===== config.mk =====
export PLATFORM = sky130hd
export DESIGN_NAME = cog_top
export DESIGN_NICKNAME = d
export VERILOG_FILES = /design/src/rtl/cog_sync.v /design/src/rtl/cog_gate.v /design/src/rtl/cog_top.v
export VERILOG_INCLUDE_DIRS = /design/src /design/src/include
export SDC_FILE = /design/constraint.sdc
export NUM_CORES = 1
export LEC_CHECK = 0
export BUFFER_PORTS_ARGS = -buffer_cell sky130_fd_sc_hd__buf_2
export CORE_MARGIN = 2
export CORE_UTILIZATION = 35
export CTS_CLUSTER_DIAMETER = 200
export DETAILED_ROUTE_END_ITERATION = 8
export GPL_ROUTABILITY_DRIVEN = 1
export PLACE_DENSITY = 0.6
export SLEW_MARGIN = 20
export SYNTH_ARGS = -nofsm -noshare
export SYNTH_HDL_FRONTEND = slang
export SYNTH_SLANG_ARGS = --single-unit

===== constraint.sdc =====
create_clock -name core_clk -period 6.2 [get_ports core_clk]
set_clock_uncertainty 0.05 [all_clocks]
set_input_delay 1.24 -clock core_clk [delete_from_list [all_inputs] [get_ports core_clk]]
set_output_delay 1.24 -clock core_clk [all_outputs]
set_load 0.05 [all_outputs]

===== src/include/cog_map.vh =====
// Register map and constants for the gated clock fanout control block
`ifndef COG_MAP_VH
`define COG_MAP_VH
// ==========================================
// Register indexes
`define COG_IDX_RSVD_A   7'h00
`define COG_IDX_RSVD_B   7'h01
`define COG_IDX_GATE     7'h02
`define COG_IDX_REV      7'h03
`define COG_IDX_LEN      7'h04
// ==========================================
// Reset values
`define COG_RST_RSVD_A   8'h00
`define COG_RST_RSVD_B   8'h00
`define COG_RST_GATE     8'hc0
`define COG_RST_LEN      8'h06
// ==========================================
// Field positions in the gate register
`define COG_BIT_OUT_ZERO 7
`define COG_BIT_OUT_ONE  6
// ==========================================
// Serial slave address, upper seven bits
`define COG_SLAVE_ADDR   7'h6b
// Command bit that marks a single-byte access
`define COG_CMD_BYTE_BIT 7
// ==========================================
// Enable latency bounds, in output clock cycles
`define COG_EN_LAT_MIN   2
`define COG_EN_LAT_MAX   6
`endif


===== src/rtl/cog_sync.v =====
// Two flip-flop synchroniser for a bus of unrelated levels
`timescale 1ns/10ps
module cog_sync #(
   parameter W = 1
) (
   input  wire         core_clk,
   input  wire         rst_b,
   input  wire [W-1:0] async_in,
   output wire [W-1:0] sync_out
);
   reg [W-1:0] meta_q;  // First stage, read by second only
   reg [W-1:0] sync_q;  // Second stage, safe to use

   // ==========================================
   // Two stages on the core clock
   always @(posedge core_clk or negedge rst_b) begin
      if (!rst_b) begin
         meta_q <= {W{1'b0}};
         sync_q <= {W{1'b0}};
      end else begin
         meta_q <= async_in;
         sync_q <= meta_q;
      end
   end

   assign sync_out = sync_q;
endmodule // cog_sync


===== src/rtl/cog_gate.v =====
// Glitch-free gate for one output clock, parked low when stopped
`timescale 1ns/10ps
module cog_gate (
   input  wire core_clk,
   input  wire rst_b,
   input  wire src_s,
   input  wire pin_en,
   input  wire bit_en,
   output wire clk_out
);
   reg gate_q;  // Enable as seen by the output
   reg out_q;   // Registered gated clock

   // ==========================================
   // Enable is only taken while the source is low,
   // so a pulse is never cut short or stretched
   always @(posedge core_clk or negedge rst_b) begin
      if (!rst_b) begin
         gate_q <= 1'b0;
         out_q  <= 1'b0;
      end else begin
         if (!src_s) begin
            // Both pin and bit must be high
            gate_q <= pin_en & bit_en;
         end
         // Stopped output sits low
         out_q <= src_s & gate_q;
      end
   end

   assign clk_out = out_q;
endmodule // cog_gate


===== src/rtl/cog_top.v =====
// Gated two-output clock fanout with serial control registers
`timescale 1ns/10ps
`include "cog_map.vh"
module cog_top #(
   parameter [3:0] REV_CODE   = 4'h1, // Arbitrary value
   parameter [3:0] MAKER_CODE = 4'h5  // Arbitrary value
) (
   input  wire core_clk,
   input  wire rst_b,
   input  wire clk_src,
   input  wire out_zero_en_pin,
   input  wire out_one_en_pin,
   input  wire prog_mode,
   input  wire scl_i,
   input  wire sda_i,
   output wire sda_o,
   output wire sda_oe,
   output wire clock_out_zero,
   output wire clock_out_one
);
   // ==========================================
   // Slave states
   localparam [2:0] S_IDLE = 3'h0; // Not addressed
   localparam [2:0] S_RX   = 3'h1; // Taking a byte
   localparam [2:0] S_ACK  = 3'h2; // Driving ACK
   localparam [2:0] S_TX   = 3'h3; // Sending a byte
   localparam [2:0] S_RACK = 3'h4; // Host ACK slot

   // ==========================================
   // Synchronised pins
   wire [5:0] pin_s;      // All pin levels after two flops
   wire       src_s;      // Source clock level
   wire       zero_pin_s; // Enable pin, output zero
   wire       one_pin_s;  // Enable pin, output one
   wire       prog_s;     // Program mode level
   wire       scl_s;      // Serial clock level
   wire       sda_s;      // Serial data level

   cog_sync #(
      .W(6)
   ) u_sync (
      .core_clk (core_clk),
      .rst_b    (rst_b),
      .async_in ({clk_src, out_zero_en_pin, out_one_en_pin,
                  prog_mode, scl_i, sda_i}),
      .sync_out (pin_s)
   );

   assign src_s      = pin_s[5];
   assign zero_pin_s = pin_s[4]; // Host keeps it driven
   assign one_pin_s  = pin_s[3]; // Host keeps it driven
   assign prog_s     = pin_s[2];
   assign scl_s      = pin_s[1];
   assign sda_s      = pin_s[0];

   // ==========================================
   // Registers
   reg [7:0] rsvd_a_q;   // Index 0
   reg [7:0] rsvd_b_q;   // Index 1
   reg [7:0] gate_q;     // Index 2, output enables
   reg [7:0] len_q;      // Index 4, transfer length
   // Slave state
   reg [2:0] state_q;    // Current slave state
   reg [2:0] bit_q;      // Bit within byte
   reg       full_q;     // Eight bits taken
   reg [7:0] sh_q;       // Shift register
   reg [1:0] byte_q;     // Byte number, saturates
   reg       rw_q;       // Read direction
   reg       blk_q;      // Block access
   reg       cnt_q;      // Count byte still to send
   reg [6:0] ptr_q;      // Register pointer
   reg       oe_q;       // Data line pulled low
   reg       scl_d1_q;   // Serial clock, last cycle
   reg       sda_d1_q;   // Serial data, last cycle
   reg [1:0] warm_q;     // Cycles since reset, saturates

   // ==========================================
   // Read decode, used for every read byte but the count byte
   function [7:0] rd_sel;
      input [6:0] idx;
      begin
         case (idx)
            `COG_IDX_RSVD_A: rd_sel = rsvd_a_q;
            `COG_IDX_RSVD_B: rd_sel = rsvd_b_q;
            `COG_IDX_GATE:   rd_sel = gate_q;
            // Fixed codes, writes are dropped
            `COG_IDX_REV:    rd_sel = {REV_CODE, MAKER_CODE};
            `COG_IDX_LEN:    rd_sel = len_q;
            default:         rd_sel = 8'h00;
         endcase
      end
   endfunction

   // Byte under the pointer, loaded into the shifter
   wire [7:0] rd_byte;  // Next read byte
   assign rd_byte = rd_sel(ptr_q);

   // ==========================================
   // Bus events
   wire scl_rise;  // Sample point
   wire scl_fall;  // Drive point
   wire start_det; // Start or repeated start
   wire stop_det;  // Stop
   wire addr_hit;  // Own address seen
   wire bus_live;  // Synchroniser holds real pin levels

   // ==========================================
   // Warm-up after reset: the synchroniser starts low while the
   // idle bus sits high, which would read as a false edge, so bus
   // events are ignored until both stages have filled
   always @(posedge core_clk or negedge rst_b) begin
      if (!rst_b) begin
         warm_q <= 2'h0;
      end else if (warm_q != 2'h3) begin
         // Count up, then hold
         warm_q <= warm_q + 2'h1;
      end
   end

   assign bus_live  = (warm_q == 2'h3);
   assign scl_rise  = bus_live & scl_s & ~scl_d1_q;
   assign scl_fall  = bus_live & ~scl_s & scl_d1_q;
   // Both lines read the same cycle, so the
   // edges are judged with scl held high
   assign start_det = bus_live & scl_s & scl_d1_q & sda_d1_q & ~sda_s;
   assign stop_det  = bus_live & scl_s & scl_d1_q & ~sda_d1_q & sda_s;
   // Compare upper seven bits only
   assign addr_hit  = (sh_q[7:1] == `COG_SLAVE_ADDR);

   // ==========================================
   // Register writes from the slave
   wire       wr_hit;  // Data byte lands
   wire [6:0] wr_idx;  // Where it lands

   assign wr_hit = (state_q == S_RX) & full_q & scl_fall
                 & (byte_q == 2'h3) & ~rw_q;
   assign wr_idx = ptr_q;

   // Register file; all defaults at reset
   always @(posedge core_clk or negedge rst_b) begin
      if (!rst_b) begin
         rsvd_a_q <= `COG_RST_RSVD_A;
         rsvd_b_q <= `COG_RST_RSVD_B;
         gate_q   <= `COG_RST_GATE;
         len_q    <= `COG_RST_LEN;
      end else if (wr_hit) begin
         case (wr_idx)
            `COG_IDX_RSVD_A: rsvd_a_q <= sh_q;
            `COG_IDX_RSVD_B: rsvd_b_q <= sh_q;
            `COG_IDX_GATE: begin
               // Output enables only in program mode
               if (prog_s) begin
                  gate_q <= sh_q;
               end
            end
            `COG_IDX_LEN:    len_q <= sh_q;
            default: ;
         endcase
      end
   end

   // ==========================================
   // Serial slave state machine
   always @(posedge core_clk or negedge rst_b) begin
      if (!rst_b) begin
         state_q  <= S_IDLE;
         bit_q    <= 3'h0;
         full_q   <= 1'b0;
         sh_q     <= 8'h00;
         byte_q   <= 2'h0;
         rw_q     <= 1'b0;
         blk_q    <= 1'b0;
         cnt_q    <= 1'b0;
         ptr_q    <= 7'h00;
         oe_q     <= 1'b0;
         scl_d1_q <= 1'b1;
         sda_d1_q <= 1'b1;
      end else begin
         scl_d1_q <= scl_s;
         sda_d1_q <= sda_s;
         if (stop_det) begin
            // Stop ends any transfer
            state_q <= S_IDLE;
            oe_q    <= 1'b0;
         end else if (start_det) begin
            // Repeated start keeps the pointer
            state_q <= S_RX;
            bit_q   <= 3'h0;
            full_q  <= 1'b0;
            byte_q  <= 2'h0;
            oe_q    <= 1'b0;
         end else begin
            case (state_q)
               S_IDLE: begin
                  oe_q <= 1'b0;
               end
               S_RX: begin
                  if (scl_rise) begin
                     // MSB arrives first
                     sh_q   <= {sh_q[6:0], sda_s};
                     bit_q  <= bit_q + 3'h1;
                     full_q <= (bit_q == 3'h7);
                  end else if (scl_fall && full_q) begin
                     full_q <= 1'b0;
                     case (byte_q)
                        2'h0: begin
                           if (addr_hit) begin
                              rw_q    <= sh_q[0];
                              oe_q    <= 1'b1;
                              state_q <= S_ACK;
                              byte_q  <= 2'h1;
                              // Block read starts with count
                              cnt_q   <= blk_q;
                           end else begin
                              // Stay off the line
                              state_q <= S_IDLE;
                           end
                        end
                        2'h1: begin
                           // Index, then kind of access
                           ptr_q   <= sh_q[6:0];
                           blk_q   <= ~sh_q[`COG_CMD_BYTE_BIT];
                           byte_q  <= sh_q[`COG_CMD_BYTE_BIT]
                                    ? 2'h3 : 2'h2;
                           oe_q    <= 1'b1;
                           state_q <= S_ACK;
                        end
                        2'h2: begin
                           // Count byte taken and not used
                           byte_q  <= 2'h3;
                           oe_q    <= 1'b1;
                           state_q <= S_ACK;
                        end
                        default: begin
                           // Data stored, pointer climbs
                           ptr_q   <= ptr_q + 7'h01;
                           oe_q    <= 1'b1;
                           state_q <= S_ACK;
                        end
                     endcase
                  end
               end
               S_ACK: begin
                  if (scl_fall) begin
                     bit_q <= 3'h0;
                     if (rw_q) begin
                        // First read byte goes out at once
                        state_q <= S_TX;
                        if (cnt_q) begin
                           sh_q  <= len_q;
                           cnt_q <= 1'b0;
                           oe_q  <= ~len_q[7];
                        end else begin
                           sh_q  <= rd_byte;
                           ptr_q <= ptr_q + 7'h01;
                           oe_q  <= ~rd_byte[7];
                        end
                     end else begin
                        state_q <= S_RX;
                        oe_q    <= 1'b0;
                     end
                  end
               end
               S_TX: begin
                  if (scl_fall) begin
                     if (bit_q == 3'h7) begin
                        // Let go for the host answer
                        oe_q    <= 1'b0;
                        state_q <= S_RACK;
                     end else begin
                        // Next bit, MSB first
                        sh_q  <= {sh_q[6:0], 1'b0};
                        oe_q  <= ~sh_q[6];
                        bit_q <= bit_q + 3'h1;
                     end
                  end
               end
               S_RACK: begin
                  if (scl_rise && sda_s) begin
                     // NACK closes the read
                     state_q <= S_IDLE;
                  end else if (scl_fall) begin
                     // ACK asks for the next byte
                     bit_q   <= 3'h0;
                     state_q <= S_TX;
                     sh_q    <= rd_byte;
                     ptr_q   <= ptr_q + 7'h01;
                     oe_q    <= ~rd_byte[7];
                  end
               end
               default: begin
                  state_q <= S_IDLE;
                  oe_q    <= 1'b0;
               end
            endcase
         end
      end
   end

   // Open drain: only ever pulls low
   assign sda_o  = 1'b0;
   assign sda_oe = oe_q;

   // ==========================================
   // Output gates, one per clock
   cog_gate u_gate_zero (
      .core_clk (core_clk),
      .rst_b    (rst_b),
      .src_s    (src_s),
      .pin_en   (zero_pin_s),
      .bit_en   (gate_q[`COG_BIT_OUT_ZERO]),
      .clk_out  (clock_out_zero)
   );

   cog_gate u_gate_one (
      .core_clk (core_clk),
      .rst_b    (rst_b),
      .src_s    (src_s),
      .pin_en   (one_pin_s),
      .bit_en   (gate_q[`COG_BIT_OUT_ONE]),
      .clk_out  (clock_out_one)
   );
endmodule // cog_top


; After elaboration in Yosys (flattened, before gate mapping)
; Cells that the tools add are included.
[word_totals]
regBits = 80
latch_bits = 0
ramBits = 0
romBits = 0
out_inout_bits = 4
n_memories = 0
[classes]
addsub = 3
mul = 0
div = 0
n_lt_le_gt_ge = 0
eq_ne = 44
shift = 0
muxes = 71
n_bitwise = 29
n_reduce_logical = 28
[op_table]
columns = cell, n
row1 = $mux 8, 8
row2 = $mux 7, 7
row3 = $mux 3, 16
row4 = $pmux 8 s5, 1
row5 = $pmux 8 s4, 1
row6 = $mux 1, 24
row7 = $ne 2x2->1 const B, 12
row8 = $ne 4x4->1 const B, 6
row9 = $pmux 7 s3, 1
row10 = $reduce_and 7->1, 3
row11 = $ne 3x3->1 const B, 6
row12 = $reduce_and 6->1, 3
row13 = $and 1x1->1, 17
row14 = $pmux 3 s5, 1
row15 = $eq 7x2->1 const B, 2
row16 = $mux 2, 7
row17 = $pmux 7 s2, 1
row18 = $not 1->1, 12
row19 = $pmux 3 s4, 1
row20 = $reduce_and 11->1, 1
row21 = $ne 5x5->1 const B, 2
row22 = $reduce_and 10->1, 1
row23 = $reduce_and 9->1, 1
row24 = $reduce_bool 4->1, 2
row25 = 26 further kinds, 39

; Logic depth before layout (Yosys ltp)
[logic_depth]
word_depth = 9
depth_mapped = 9

; Modules after synthesis
; A second synthesis with hierarchy kept.
[unflattened]
cells_unflattened = 401
area_unflattened_um2 = 4271.6
[by_module_without_submodules]
columns = module, instances, cells_each, area_per_inst_um2
row1 = cog_top, 1, 379, 3831.2
row2 = cog_sync, 1, 12, 300.3
row3 = cog_gate, 2, 5, 70.1

; Least setup slack after synthesis
; Ideal clock, no wire load.
[synth_timing]
kind = flip-flop to flip-flop
startpoint = register bit_q[0]
endpoint = register sh_q[0]
setup_time_ns = 0.125
arrival_time_ns = 1.992
slack_ns = 4.033
stages_incl_launch_ff = 8
path_buffers = 0
path_cell_list = dfrtp_1 > ha_1 > ha_1 > and3_1 > a2111oi_0 > o22a_2 > o211ai_4 > mux2_2
[synth_via]
elab_chain_len = 3
[synth_lines]
columns = item, line_no
row1 = "start, declared", cog_top.v:64  ; reg [2:0] bit_q;
row2 = "start signal, assigned", cog_top.v:201  ; bit_q <= bit_q + 3'h1;
row3 = "start signal, assigned", cog_top.v:274  ; bit_q <= bit_q + 3'h1;
row4 = $eq 3x3->1, cog_top.v:266  ; if (bit_q == 3'h7) begin
row5 = $ne 2x2->1 (no source line), n/a
row6 = $reduce_and 10->1 (no source line), n/a
row7 = "end signal, assigned", cog_top.v:254  ; sh_q <= rd_byte;
row8 = "end signal, assigned", cog_top.v:272  ; sh_q <= {sh_q[6:0], 1'b0};
row9 = "end signal, assigned", cog_top.v:286  ; sh_q <= rd_byte;
row10 = "end, declared", cog_top.v:66  ; reg [7:0] sh_q;
; No other way between the ends.
; A chain may end at the register's enable or synchronous reset.

; Worst setup path after layout
[layout_timing]
startpoint = register state_q[0]
endpoint = register gate_q[5]
[layout_via]
elab_chain_len = 6
[layout_lines]
columns = item, line_no
row1 = "start, declared", cog_top.v:63  ; reg [2:0] state_q;
row2 = "start signal, assigned", cog_top.v:166  ; state_q <= S_IDLE;
row3 = "start signal, assigned", cog_top.v:183  ; state_q <= S_IDLE;
row4 = "start signal, assigned", cog_top.v:187  ; state_q <= S_RX;
row5 = $eq 3x1->1, cog_top.v:135  ; assign wr_hit = (state_q == S_RX) & full_q & scl_fall
row6 = $and 1x1->1 (2 in series), cog_top.v:135
row7 = $and 1x1->1 (2 in series), cog_top.v:136  ; & (byte_q == 2'h3) & ~rw_q;
row8 = $reduce_and 3->1 (no source line), n/a
row9 = "end signal, assigned", cog_top.v:144  ; gate_q <= `COG_RST_GATE;
row10 = "end signal, assigned", cog_top.v:153  ; gate_q <= sh_q;
row11 = "end, declared", cog_top.v:60  ; reg [7:0] gate_q;
; No other way between the ends.

==> results.ini <==
[final_layout]
areaGrowthSynthToFinish_pct=10.5
fillCellCount=1133
finalNetCount=399
seq_area_sq_um=2010
layout-drive-gt1-share_pct=20.5
num_antenna_cells=0
multiInputGateArea_sq_um=2030

[route]
drtIter0Drc=326
first_pass_iters=5
viasPerCell=5.74
wirelength_um=9670
dr_total_vias=3054
ant_nets=0
wl_per_cell_um=18.2
drcViolationCount=0

[clock_network]
cts-root-buf=clkbuf_16
cts_sinks=80
cts_tree=done
numCtsBuffers=9
cts_hold_buf=0
clk_latency_ns=0.34
path_clk_slew_ns=0.07
postCtsSetupRepairBufs=0
htree_levels=3
cts_resized=0
clock_tree.buffer_depth=2

[logic_synthesis]
async_flop_share_pct=100
seq_area_frac_synth_pct=47.5
netlist_instances=382
synth_area_sq_um=4230
synth_largest_area_cell=dfrtp_1
synthFlopType=dfrtp_1
synth_edf_count=0
yosysUniqueCellTypes=67
synth_nets=401
yosysWarnings=0
yosysTopAreaCellShare_pct=43.8
netlist_top_cells_area=dfrtp_1, mux2_2, dfstp_2
synth_area_per_cell_sq_um=11.1
synth_seq_cells=80

[timing]
fmax_mhz=373
finalSetupTns_ns=0
setup_violations=0
min_period_over_period_pct=43.3
grt_setup_unrepaired=false
layout_min_cycle_time_ns=2.68
slew_headroom_pct=34.6
hold_viol_final=0
slew_violations=0
setup_ws_ns=3.52
worst_slew_pin_slew_ns=0.975

[place]
dp_slack_ns=3.56
hpwl_um=6560
numPortBuffers=10
gp_congestion=0.891

[floorplan]
fp.dieH_um=114
fp.coreArea_sq_um=11900
floorplan.initialDensity_pct=35.5
ios=12
die-area_sq_um=13000
rows=40
fp.dieW_um=114

[hold_path]
hold_class=reg2reg
worstHoldPathCells=0

[worst_setup_path]
crit_arrival_ns=2.85
end_kind=flip-flop
crit_fanout=21
ff2ff_path_depth=5
critical_path_class=reg2reg
startpoint_type=flip-flop
required_ns=6.36

[global_route]
grtUsageTotal_pct=15.8
antenna_found_initial=0
grt_start_max_net_pins=81
grt_overflow=0
first_global_vias=3037
grt_pass1_wl_um=16000

[power]
vdd_drop_max_mv=0.140
p_per_area_nw_per_um2=271
p_total_w=0.00127
leakage_nw=2.01

[run_status]
run_status=completed

[job]
max-cap-violations=0

-- cells in the mapped netlist (all sizes together), types with 5 or more instances --
library cell / number
nand2: 21
dfstp: 6
nor2: 16
o22ai: 8
inv: 19
clkbuf: 9
ha: 11
a22oi: 10
o21ai: 21
mux2i: 15
a22o: 6
nand3: 10
buf: 14
a21oi: 14
nor2b: 5
nand3b: 5
mux2: 34
and3: 6
dfrtp: 74
-- power breakdown --
group          internal, W  switching, W
Sequential        0.000548     0.0000498
Clock             0.000355      0.000220
Combinational    0.0000419     0.0000506
-- final timing paths --
kind / from / end / slack, ns
worst max-delay path: state_q[0] / gate_q[5] / 3.52
worst min-delay path: u_sync.meta_q[5] / u_sync.sync_out[5] / 0.30
worst min register to register: u_sync.meta_q[5] / u_sync.sync_out[5] / 0.30
max in group asynchronous: rst_b / ptr_q[5] / 4.71
min in group asynchronous: rst_b / rsvd_a_q[5] / 0.88
worst max register to register: state_q[0] / gate_q[5] / 3.52
-- critical path, cell delays in order (launching register included) --
cell and delay, ns:
dfrtp_1 0.70, nor3b_4 0.44, nand3_2 0.21, nor4b_4 0.34
and3_1 0.41, mux2_2 0.39
-- flip-flops by register name, indices dropped and copies added, names as in the netlist, 2 cells and up --
register,count
byte_q,2
len_q,8
bit_q,3
u_sync.meta_q,6
state_q,3
sh_q,8
ptr_q,7
rsvd_b_q,8
rsvd_a_q,8
gate_q,8
u_sync.sync_out,6
warm_q,2
-- stage by stage --
step | util (%) | instances | hold slack (ns) | cell area [sq um]
finish | 39.2 | 532 | 0.300 | 4670
floorplan | - | 382 | 0.281 | 4230
detailed placement | 36.5 | 516 | 0.288 | 4350
CTS | 39.2 | 532 | 0.301 | 4670
global placement | 36.5 | 516 | 0.286 | 4350
global route | 39.2 | 532 | 0.305 | 4670
-- cell usage in the layout (no fill, tap or decap), drive strengths merged, types with 3 or more instances in the layout --
master   count
o21ai       21
a21oi       14
nand4        3
nand3b       5
nor3b        4
o31ai        3
a221oi       3
buf         10
nor2        16
and2         4
nand2       21
a31o         3
a2bb2oi      3
clkinv       3
o22ai        8
o221ai       3
dfrtp       74
mux2i       15
a22oi       10
nand3       10
mux2        34
dfstp        6
nor2b        5
nand4b       3
clkbuf      10
o211ai       4
a22o         6
and3         6
ha          11
inv         20
nor3         3
o21a         3
o22a         4
a222oi       4
-- routing by layer --
metal  track usage [%]  part of all wire, %  wire length, um
met2              25.1                   47             4560
met1              21.4                   47             4500
met3              3.83                  4.6              444
met5                 0                    0                0
met4              5.04                  1.6              158
-- cell families (layout without fill, tap and decap cells) --
| logic type | Yosys count | after routing | share of synthesized area [%] |
|---|---|---|---|
| AO/OA/AOI/OAI | 103 | 103 | 18.0 |
| AND/OR/NAND/NOR | 93 | 93 | 13.3 |
| flip-flops | 80 | 80 | 47.5 |
| multiplexers | 49 | 49 | 12.8 |
| buffers and inverters | 42 | 45 | 4.47 |
| adder cells (fa/ha/maj) | 11 | 11 | 3.25 |
| XOR/XNOR | 3 | 3 | 0.621 |
| other | 1 | 1 | 0.0887 |
-- final cells by class --
class / count / share of cell area, %
clock inverter: 6 / 1.96
sequential: 80 / 43.0
multi-input combinational: 260 / 43.5
tap: 147 / 3.94
timing repair buffer: 10 / 1.21
inverter: 19 / 1.53
clock buffer: 10 / 4.90
Power figures use the tool's default switching activity.
